$ cat src/sixteen_bit_timer_pkg.sv
// Constants and types shared by the sixteen-bit interval timer
package sixteen_bit_timer_pkg;

  // ****************************************
  // IO map
  // ****************************************
  localparam logic [5:0] MODE_ADDR  = 6'h06;
  localparam logic [5:0] EDGE_ADDR  = 6'h0c;
  localparam logic [5:0] INTRQ_ADDR = 6'h05;

  // ****************************************
  // Field positions and reset values
  // ****************************************
  localparam int         SRC_LSB     = 5;
  localparam int         PRE_LSB     = 3;
  localparam int         BITSEL_LSB  = 0;
  localparam int         BITSEL_BASE = 8;
  localparam int         EDGE_BIT    = 4;
  localparam int         INTRQ_BIT   = 2;
  localparam logic [7:0] MODE_RESET  = 8'h00;
  localparam logic [7:0] EDGE_RESET  = 8'h00;
  localparam int         PRE_WIDTH   = 6;
  localparam int         SYNC_STAGES = 2;
  localparam int         NUM_PINS    = 5;

  // Clock source codes in field order
  typedef enum logic [2:0] {
    SRC_STOP,
    SRC_SYS,
    SRC_RSVD,
    SRC_PA4,
    SRC_FAST_RC,
    SRC_XTAL,
    SRC_SLOW_RC,
    SRC_PA0
  } src_t;

endpackage : sixteen_bit_timer_pkg

$ cat src/prescale_if.sv
// Carrier between the timer core and its prescaler
`timescale 1ns/10ps
`default_nettype none
interface prescale_if;
  logic       tick_in;
  logic [1:0] div_sel;
  logic       tick_out;
  modport core (output tick_in, output div_sel, input tick_out);
  modport pre  (input tick_in, input div_sel, output tick_out);
endinterface : prescale_if
`default_nettype wire

$ cat src/sixteen_bit_timer.sv
// Sixteen-bit up-counting interval timer with selectable interrupt bit
`timescale 1ns/10ps
`default_nettype none

module sixteen_bit_timer (
  // Clock and reset
  input  wire logic        clk,
  input  wire logic        rst,
  // IO register port
  input  wire logic [5:0]  io_addr,
  input  wire logic [7:0]  io_wdata,
  input  wire logic        io_we,
  output var  logic [7:0]  io_rdata,
  // Counter move instructions
  input  wire logic        counter_store_instr,
  input  wire logic [15:0] store_word,
  input  wire logic        counter_load_instr,
  output var  logic [15:0] load_word,
  // Clock source pins, asynchronous
  input  wire logic        fast_internal_rc,
  input  wire logic        crystal_osc,
  input  wire logic        slow_internal_rc,
  input  wire logic        pin_a4_edge_source,
  input  wire logic        pin_a0_edge_source,
  // Interrupt request
  output var  logic        timer_request
);

  // ****************************************
  // Register state
  // ****************************************
  logic [7:0]  sixteen_bit_timer_mode_reg;
  logic [7:0]  next_mode;
  logic [7:0]  edge_sel;
  logic [7:0]  next_edge_sel;
  logic        next_request;
  logic [7:0]  next_rdata;
  logic [15:0] count;
  logic [15:0] next_count;
  logic [15:0] next_load_word;
  logic        sel_prev;
  logic        next_sel_prev;

  sixteen_bit_timer_pkg::src_t src;
  logic [1:0]        div_sel;
  logic [2:0]        bit_sel;
  logic              sel_now;
  logic              edge_evt;
  logic              src_tick;

  assign src     = sixteen_bit_timer_pkg::src_t'(
                     sixteen_bit_timer_mode_reg[sixteen_bit_timer_pkg::SRC_LSB +: 3]);
  assign div_sel = sixteen_bit_timer_mode_reg[sixteen_bit_timer_pkg::PRE_LSB +: 2];
  assign bit_sel = sixteen_bit_timer_mode_reg[sixteen_bit_timer_pkg::BITSEL_LSB +: 3];

  // ****************************************
  // Pin synchronisers and edge detect
  // ****************************************
  // Each slow source is treated as a clock sampled by clk; it must stay
  // well below clk/2 or edges are lost.
  logic [sixteen_bit_timer_pkg::NUM_PINS-1:0] pins;
  logic [sixteen_bit_timer_pkg::NUM_PINS-1:0] sync1;
  logic [sixteen_bit_timer_pkg::NUM_PINS-1:0] sync2;
  logic [sixteen_bit_timer_pkg::NUM_PINS-1:0] sync3;
  logic [sixteen_bit_timer_pkg::NUM_PINS-1:0] rise;

  assign pins = {pin_a0_edge_source, slow_internal_rc, crystal_osc,
                 fast_internal_rc, pin_a4_edge_source};

  genvar gi;
  generate
    for (gi = 0; gi < sixteen_bit_timer_pkg::NUM_PINS; gi++) begin : g_sync
      always_ff @(posedge clk) begin
        if (rst) begin
          sync1[gi] <= 1'b0;
          sync2[gi] <= 1'b0;
          sync3[gi] <= 1'b0;
        end else begin
          sync1[gi] <= pins[gi];
          sync2[gi] <= sync1[gi];
          sync3[gi] <= sync2[gi];
        end
      end
      assign rise[gi] = sync2[gi] && !sync3[gi];
    end
  endgenerate

  always_comb begin
    case (src)
      sixteen_bit_timer_pkg::SRC_SYS:     src_tick = 1'b1;
      sixteen_bit_timer_pkg::SRC_PA4:     src_tick = rise[0];
      sixteen_bit_timer_pkg::SRC_FAST_RC: src_tick = rise[1];
      sixteen_bit_timer_pkg::SRC_XTAL:    src_tick = rise[2];
      sixteen_bit_timer_pkg::SRC_SLOW_RC: src_tick = rise[3];
      sixteen_bit_timer_pkg::SRC_PA0:     src_tick = rise[4];
      default:                  src_tick = 1'b0;
    endcase
  end

  // ****************************************
  // Prescaler
  // ****************************************
  prescale_if pif ();
  assign pif.tick_in = src_tick;
  assign pif.div_sel = div_sel;

  sixteen_bit_timer_prescaler u_pre (
    .clk (clk),
    .rst (rst),
    .pif (pif)
  );

  // ****************************************
  // Counter and interrupt source
  // ****************************************
  assign sel_now  = count[sixteen_bit_timer_pkg::BITSEL_BASE + int'(bit_sel)];
  // Edge bit low selects rising, high selects falling
  assign edge_evt = edge_sel[sixteen_bit_timer_pkg::EDGE_BIT] ?
                    (sel_prev && !sel_now) : (!sel_prev && sel_now);

  always_comb begin
    next_count     = count;
    next_load_word = load_word;
    next_sel_prev  = sel_now;
    // Store overrides a simultaneous tick so software sees its own value
    if (counter_store_instr) begin
      next_count = store_word;
    end else if (pif.tick_out) begin
      next_count = count + 16'h0001;
    end
    if (counter_load_instr) begin
      next_load_word = count;
    end
  end

  // ****************************************
  // IO registers
  // ****************************************
  always_comb begin
    next_mode     = sixteen_bit_timer_mode_reg;
    next_edge_sel = edge_sel;
    next_request  = timer_request;
    if (io_we) begin
      case (io_addr)
        sixteen_bit_timer_pkg::MODE_ADDR:  next_mode = io_wdata;
        sixteen_bit_timer_pkg::EDGE_ADDR:  next_edge_sel = io_wdata;
        sixteen_bit_timer_pkg::INTRQ_ADDR:
          next_request = io_wdata[sixteen_bit_timer_pkg::INTRQ_BIT];
        default: next_mode = sixteen_bit_timer_mode_reg;
      endcase
    end
    // A set in the same cycle as a clear wins
    if (edge_evt) begin
      next_request = 1'b1;
    end
    case (io_addr)
      sixteen_bit_timer_pkg::MODE_ADDR:  next_rdata = next_mode;
      sixteen_bit_timer_pkg::EDGE_ADDR:  next_rdata = next_edge_sel;
      sixteen_bit_timer_pkg::INTRQ_ADDR:
        next_rdata = {5'h00, next_request, 2'h0};
      default:                 next_rdata = 8'h00;
    endcase
  end

  always_ff @(posedge clk) begin
    if (rst) begin
      sixteen_bit_timer_mode_reg <= sixteen_bit_timer_pkg::MODE_RESET;
      edge_sel         <= sixteen_bit_timer_pkg::EDGE_RESET;
      timer_request    <= 1'b0;
      io_rdata         <= 8'h00;
      count            <= 16'h0000;
      load_word        <= 16'h0000;
      sel_prev         <= 1'b0;
    end else begin
      sixteen_bit_timer_mode_reg <= next_mode;
      edge_sel         <= next_edge_sel;
      timer_request    <= next_request;
      io_rdata         <= next_rdata;
      count            <= next_count;
      load_word        <= next_load_word;
      sel_prev         <= next_sel_prev;
    end
  end

  // ****************************************
  // Checks
  // ****************************************
  a_stop_holds: assert property (@(posedge clk) disable iff (rst)
    (src == sixteen_bit_timer_pkg::SRC_STOP && !counter_store_instr)
    |=> count == $past(count))
    else $error("counter moved while stopped");

  a_rsvd_holds: assert property (@(posedge clk) disable iff (rst)
    (src == sixteen_bit_timer_pkg::SRC_RSVD && !counter_store_instr)
    |=> count == $past(count))
    else $error("counter moved on reserved source");

  a_sys_steps: assert property (@(posedge clk) disable iff (rst)
    (src == sixteen_bit_timer_pkg::SRC_SYS && div_sel == 2'h0 &&
     !counter_store_instr) |=> count == $past(count) + 16'h0001)
    else $error("counter did not step by one");

  a_store_loads: assert property (@(posedge clk) disable iff (rst)
    counter_store_instr |=> count == $past(store_word))
    else $error("store did not load the counter");

  a_load_copies: assert property (@(posedge clk) disable iff (rst)
    counter_load_instr |=> load_word == $past(count))
    else $error("load did not copy the count");

  a_edge_sets: assert property (@(posedge clk) disable iff (rst)
    edge_evt |=> timer_request)
    else $error("edge did not raise the request");

  a_edge_polarity: assert property (@(posedge clk) disable iff (rst)
    edge_evt |-> sel_now == !edge_sel[sixteen_bit_timer_pkg::EDGE_BIT])
    else $error("interrupt on wrong transition");

  a_clear_works: assert property (@(posedge clk) disable iff (rst)
    (io_we && io_addr == sixteen_bit_timer_pkg::INTRQ_ADDR &&
     !io_wdata[sixteen_bit_timer_pkg::INTRQ_BIT] && !edge_evt) |=> !timer_request)
    else $error("request flag not cleared");

  a_bit8_period: assert property (@(posedge clk) disable iff (rst)
    (src == sixteen_bit_timer_pkg::SRC_SYS && div_sel == 2'h0 && bit_sel == 3'h0 &&
     edge_sel[sixteen_bit_timer_pkg::EDGE_BIT] == 1'b0 && count == 16'h00ff &&
     !counter_store_instr && !io_we) |=> ##1 timer_request)
    else $error("bit 8 rising did not request on time");

endmodule : sixteen_bit_timer
`default_nettype wire

$ cat src/sixteen_bit_timer_prescaler.sv
// Divide-by-1/4/16/64 prescaler for the sixteen-bit timer
`timescale 1ns/10ps
`default_nettype none
module sixteen_bit_timer_prescaler (
  // Clock and reset
  input  wire logic clk,
  input  wire logic rst,
  // Core side
  prescale_if.pre   pif
);

  logic [sixteen_bit_timer_pkg::PRE_WIDTH-1:0] cnt;
  logic [sixteen_bit_timer_pkg::PRE_WIDTH-1:0] next_cnt;
  logic [sixteen_bit_timer_pkg::PRE_WIDTH-1:0] mask;

  function automatic logic [sixteen_bit_timer_pkg::PRE_WIDTH-1:0] div_mask(
    input logic [1:0] sel);
    case (sel)
      2'h0:    div_mask = 6'h00;
      2'h1:    div_mask = 6'h03;
      2'h2:    div_mask = 6'h0f;
      default: div_mask = 6'h3f;
    endcase
  endfunction : div_mask

  always_comb begin
    mask     = div_mask(pif.div_sel);
    next_cnt = cnt;
    if (pif.tick_in) begin
      next_cnt = cnt + 6'h01;
    end
    pif.tick_out = pif.tick_in && ((cnt & mask) == mask);
  end

  always_ff @(posedge clk) begin
    if (rst) begin
      cnt <= '0;
    end else begin
      cnt <= next_cnt;
    end
  end

  a_div_one_pass: assert property (@(posedge clk) disable iff (rst)
    (pif.div_sel == 2'h0 && pif.tick_in) |-> pif.tick_out)
    else $error("divide-by-1 dropped a tick");

  a_div_needs_in: assert property (@(posedge clk) disable iff (rst)
    pif.tick_out |-> pif.tick_in)
    else $error("prescaler ticked without an input tick");

endmodule : sixteen_bit_timer_prescaler
`default_nettype wire

$ cat config.mk
export PLATFORM = sky130hd
export DESIGN_NAME = sixteen_bit_timer
export DESIGN_NICKNAME = d
export VERILOG_FILES = /design/src/sixteen_bit_timer_pkg.sv /design/src/prescale_if.sv /design/src/sixteen_bit_timer.sv /design/src/sixteen_bit_timer_prescaler.sv
export SDC_FILE = /design/constraint.sdc
export NUM_CORES = 1
export LEC_CHECK = 0
export BUFFER_PORTS_ARGS = -buffer_cell sky130_fd_sc_hd__buf_2
export CAP_MARGIN = 20
export CORE_MARGIN = 2
export CORE_UTILIZATION = 25
export CTS_CLUSTER_DIAMETER = 50
export CTS_CLUSTER_SIZE = 24
export DETAILED_ROUTE_END_ITERATION = 7
export GPL_ROUTABILITY_DRIVEN = 1
export PLACE_DENSITY = 0.42
export RECOVER_POWER = 50
export SLEW_MARGIN = 20
export SYNTH_ARGS = -nofsm -noshare
export SYNTH_HDL_FRONTEND = slang
export SYNTH_HIERARCHICAL = 1
export SYNTH_SLANG_ARGS = --single-unit
$ cat constraint.sdc
create_clock -name clk -period 2.8 [get_ports clk]
set_input_delay 0.14 -clock clk [delete_from_list [all_inputs] [get_ports clk]]
set_output_delay 0.14 -clock clk [all_outputs]
set_load 0.005 [all_outputs]
==> run metrics <==
largest net degree at the start of global routing 41; vias per inst 4.44; post-CTS resize count 0; post-DR wirelength/cell 13.4 um; Vias 2675; Die Y-Extent 120 um; mapped cell area 3390 um^2; Die ar. 14500 um^2; Placer Congestion 0.765; Area Overhead vs Synth 22.3%; top post-synthesis cells by count 79 x dfxtp_1, 52 x nor2_1, 40 x mux2i_1; Pre-Repair DR Iteration Count 4; clock latency on the worst-skew pair 340 ps; Synth Net Count 403; antenna violations before repair 0; max-slew violations 34; HP Class in2reg; final setup margin 293 ps; total power 2.49 mW; CP top delay family simple AND/OR/NAND/NOR gates; flops & latches, synth 79; Worst setup EP type flop; dpl hpwl 5650 um; reg2reg start sync2[0]$_SDFF_PP0_; top cell type by total area after synthesis dfxtp_1; Critical Path AT 2760 ps; Tcrit/Tclk final 89.5%; number of cell rows 42; min-delay src crystal_osc; Critical Path Start Type flop; Most used DFF post-synth dfxtp_1; Core ar. 13200 um^2; reg2reg end count[13]$_SDFFE_PP0P_; final net count 464; root buf cell clkbuf_16; Reg2Reg Depth 11; unrepaired setup endpoints after global routing false; Initial Util 25.6%; CP max-delay cell or4_1; largest cells by area after synthesis dfxtp_1 47%, mux2i_1 12%, nor2_1 5.8%; vias in the first global route 2653; final antenna-violating net count 0; leakage 1.71 nW; Max Freq 399 MHz; Post-synth EDFFs 0; Inst Count DP 586; critical setup path kind reg2reg; Final Hold Fails 0; final non-filler cell total 602; pre-CTS setup slack 271 ps; Syn Inst Count 361; CTS tree done; Die Width 120 um; Slew @ Worst Pin 1510 ps; Stages on worst setup path 11; Warnings, synthesis 6; Worst Hold End sync1[2]$_SDFF_PP0_; count of port buffers added during placement 64; Max Cap Viol 1; global route overflow 0; WL final 8050 um; hold_ws 10.5 ps; Seq/Total Area, Yosys 46.6%; total CTS buffers 9; Hold Buf Count CTS 0; r2r setup slk 290 ps; worst vdd ir 0.000305 V; Total Routing Usage GR 11.9%; Post-synth ARST share 0%; first-pass GRT wire length 13500 um; clock edge transition at the registers on the reported setup and hold paths 60 ps; Yosys cell types 47; Hold Path Depth 2; pwr/cell area 601 nW/um^2; Worst Path Buf+Inv 0; CP max stage delay 480 ps; biggest regs count x16, load_word x16; Max H-tree Level 3; Worst Path Max Fanout 6; Boundary Pins 65; Critical Path RT 3050 ps; Avg Inst Size Synth 9.40 um^2; endpoints failing setup 0; share of the synthesized area in the top cell type 46.6%; diode count 0; cells along the critical path nor2b_1 -> o22ai_1 -> a31oi_1 -> o22a_1 -> nand3_2 -> a211oi_1 -> a31o_2 -> and3_4 -> nand3_2 -> or4_1 -> a31oi_1; Bufs on Longest Clock Path 2; setup bufs post-CTS 0; Post-Route Skew 4.04 ps; Rel. slew slack -0.658%; status finished, violations left; dominant cell by count in the synthesized netlist dfxtp_1; drt drc 0; setup TNS 0 ps; initial drt markers 161; CTS sink count 79; Tmin final 2510 ps; fraction of layout cells with a size suffix above 1 20.2%; failing checks capacitance limit, slew limit
-- layout by cell type (no fill, tap or decap), types with 2 or more instances in the layout --
cell	synthesis	final
and3_1	5	5
nand3_1	19	19
mux2i_1	40	40
a211oi_1	9	9
clkinv_2	0	4
a311oi_1	3	3
inv_1	3	3
nor2b_1	21	21
nand2_1	23	23
clkbuf_16	0	9
xor2_1	11	11
nand3_2	5	5
nor3b_1	3	3
nand3b_1	3	3
ha_1	2	2
xnor2_1	4	4
dfxtp_1	79	79
buf_2	4	56
a31oi_1	4	4
o21ai_0	5	5
or3_1	4	4
a21o_1	7	7
clkbuf_1	12	9
nand4_1	5	5
or4_1	2	2
nor2_1	52	52
buf_4	1	4
a21oi_1	14	14
-- metrics by stage --
stage,util (%),cell area [um^2]
after floorplan,-,3390
after global placement,29.3,3870
after detailed placement,29.3,3870
after CTS,31.4,4150
after global routing,31.3,4150
final,31.3,4150
-- metal layers --
metal  vias up  track usage [%]  part of all wire, %  wire [um]
met5         -                0                    0          0
met4         0             4.36                  1.6        125
met3        12             4.06                  5.4        438
met2        66             18.5                   43       3470
met1      1208             15.3                   50       4020
li1       1389                -                    -          -
-- report_power, final --
group	internal, mW	switching (mW)
Sequential	1.16	0.0321
Clock	0.679	0.455
Combinational	0.0743	0.0913
-- worst max path at each step --
stage,from,end,slack (ps)
finish,sync2[0]$_SDFF_PP0_,count[13]$_SDFFE_PP0P_,290
global route,sync2[0]$_SDFF_PP0_,count[13]$_SDFFE_PP0P_,20
CTS,sync2[0]$_SDFF_PP0_,count[15]$_SDFFE_PP0P_,240
detailed placement,sync2[0]$_SDFF_PP0_,count[13]$_SDFFE_PP0P_,270
global placement,sync2[3]$_SDFF_PP0_,count[15]$_SDFFE_PP0P_,320
floorplan,sync2[3]$_SDFF_PP0_,count[13]$_SDFFE_PP0P_,430
-- final cells by class --
| cell class | instances | area (um^2) |
|---|---|---|
| Sequential cell | 79 | 1580 |
| Multi-Input combinational cell | 259 | 1710 |
| Timing Repair Buffer | 69 | 345 |
| Tap cell | 176 | 220 |
| Fill cell | 1427 | 9090 |
| Clock inverter | 5 | 50.0 |
| Clock buffer | 10 | 229 |
| Inverter | 4 | 15.0 |
-- cells by family after synthesis --
kind of cell | synth area share [%]
compound gates | 10.1
buf+inv | 3.02
fa+ha+maj | 0.738
flops | 46.6
simple gates | 23.1
xor+xnor | 3.87
mux | 12.5
-- worst register-to-register path, stage by stage, from the launching register on --
cell and delay (ps):
dfxtp_1 330, nor2b_1 140, o22ai_1 80, a31oi_1 140, o22a_1 200, nand3_2 90
a211oi_1 230, a31o_2 200, and3_4 230, nand3_2 120, or4_1 480, a31oi_1 170
Note: power is estimated with default switching activity, not from simulation.
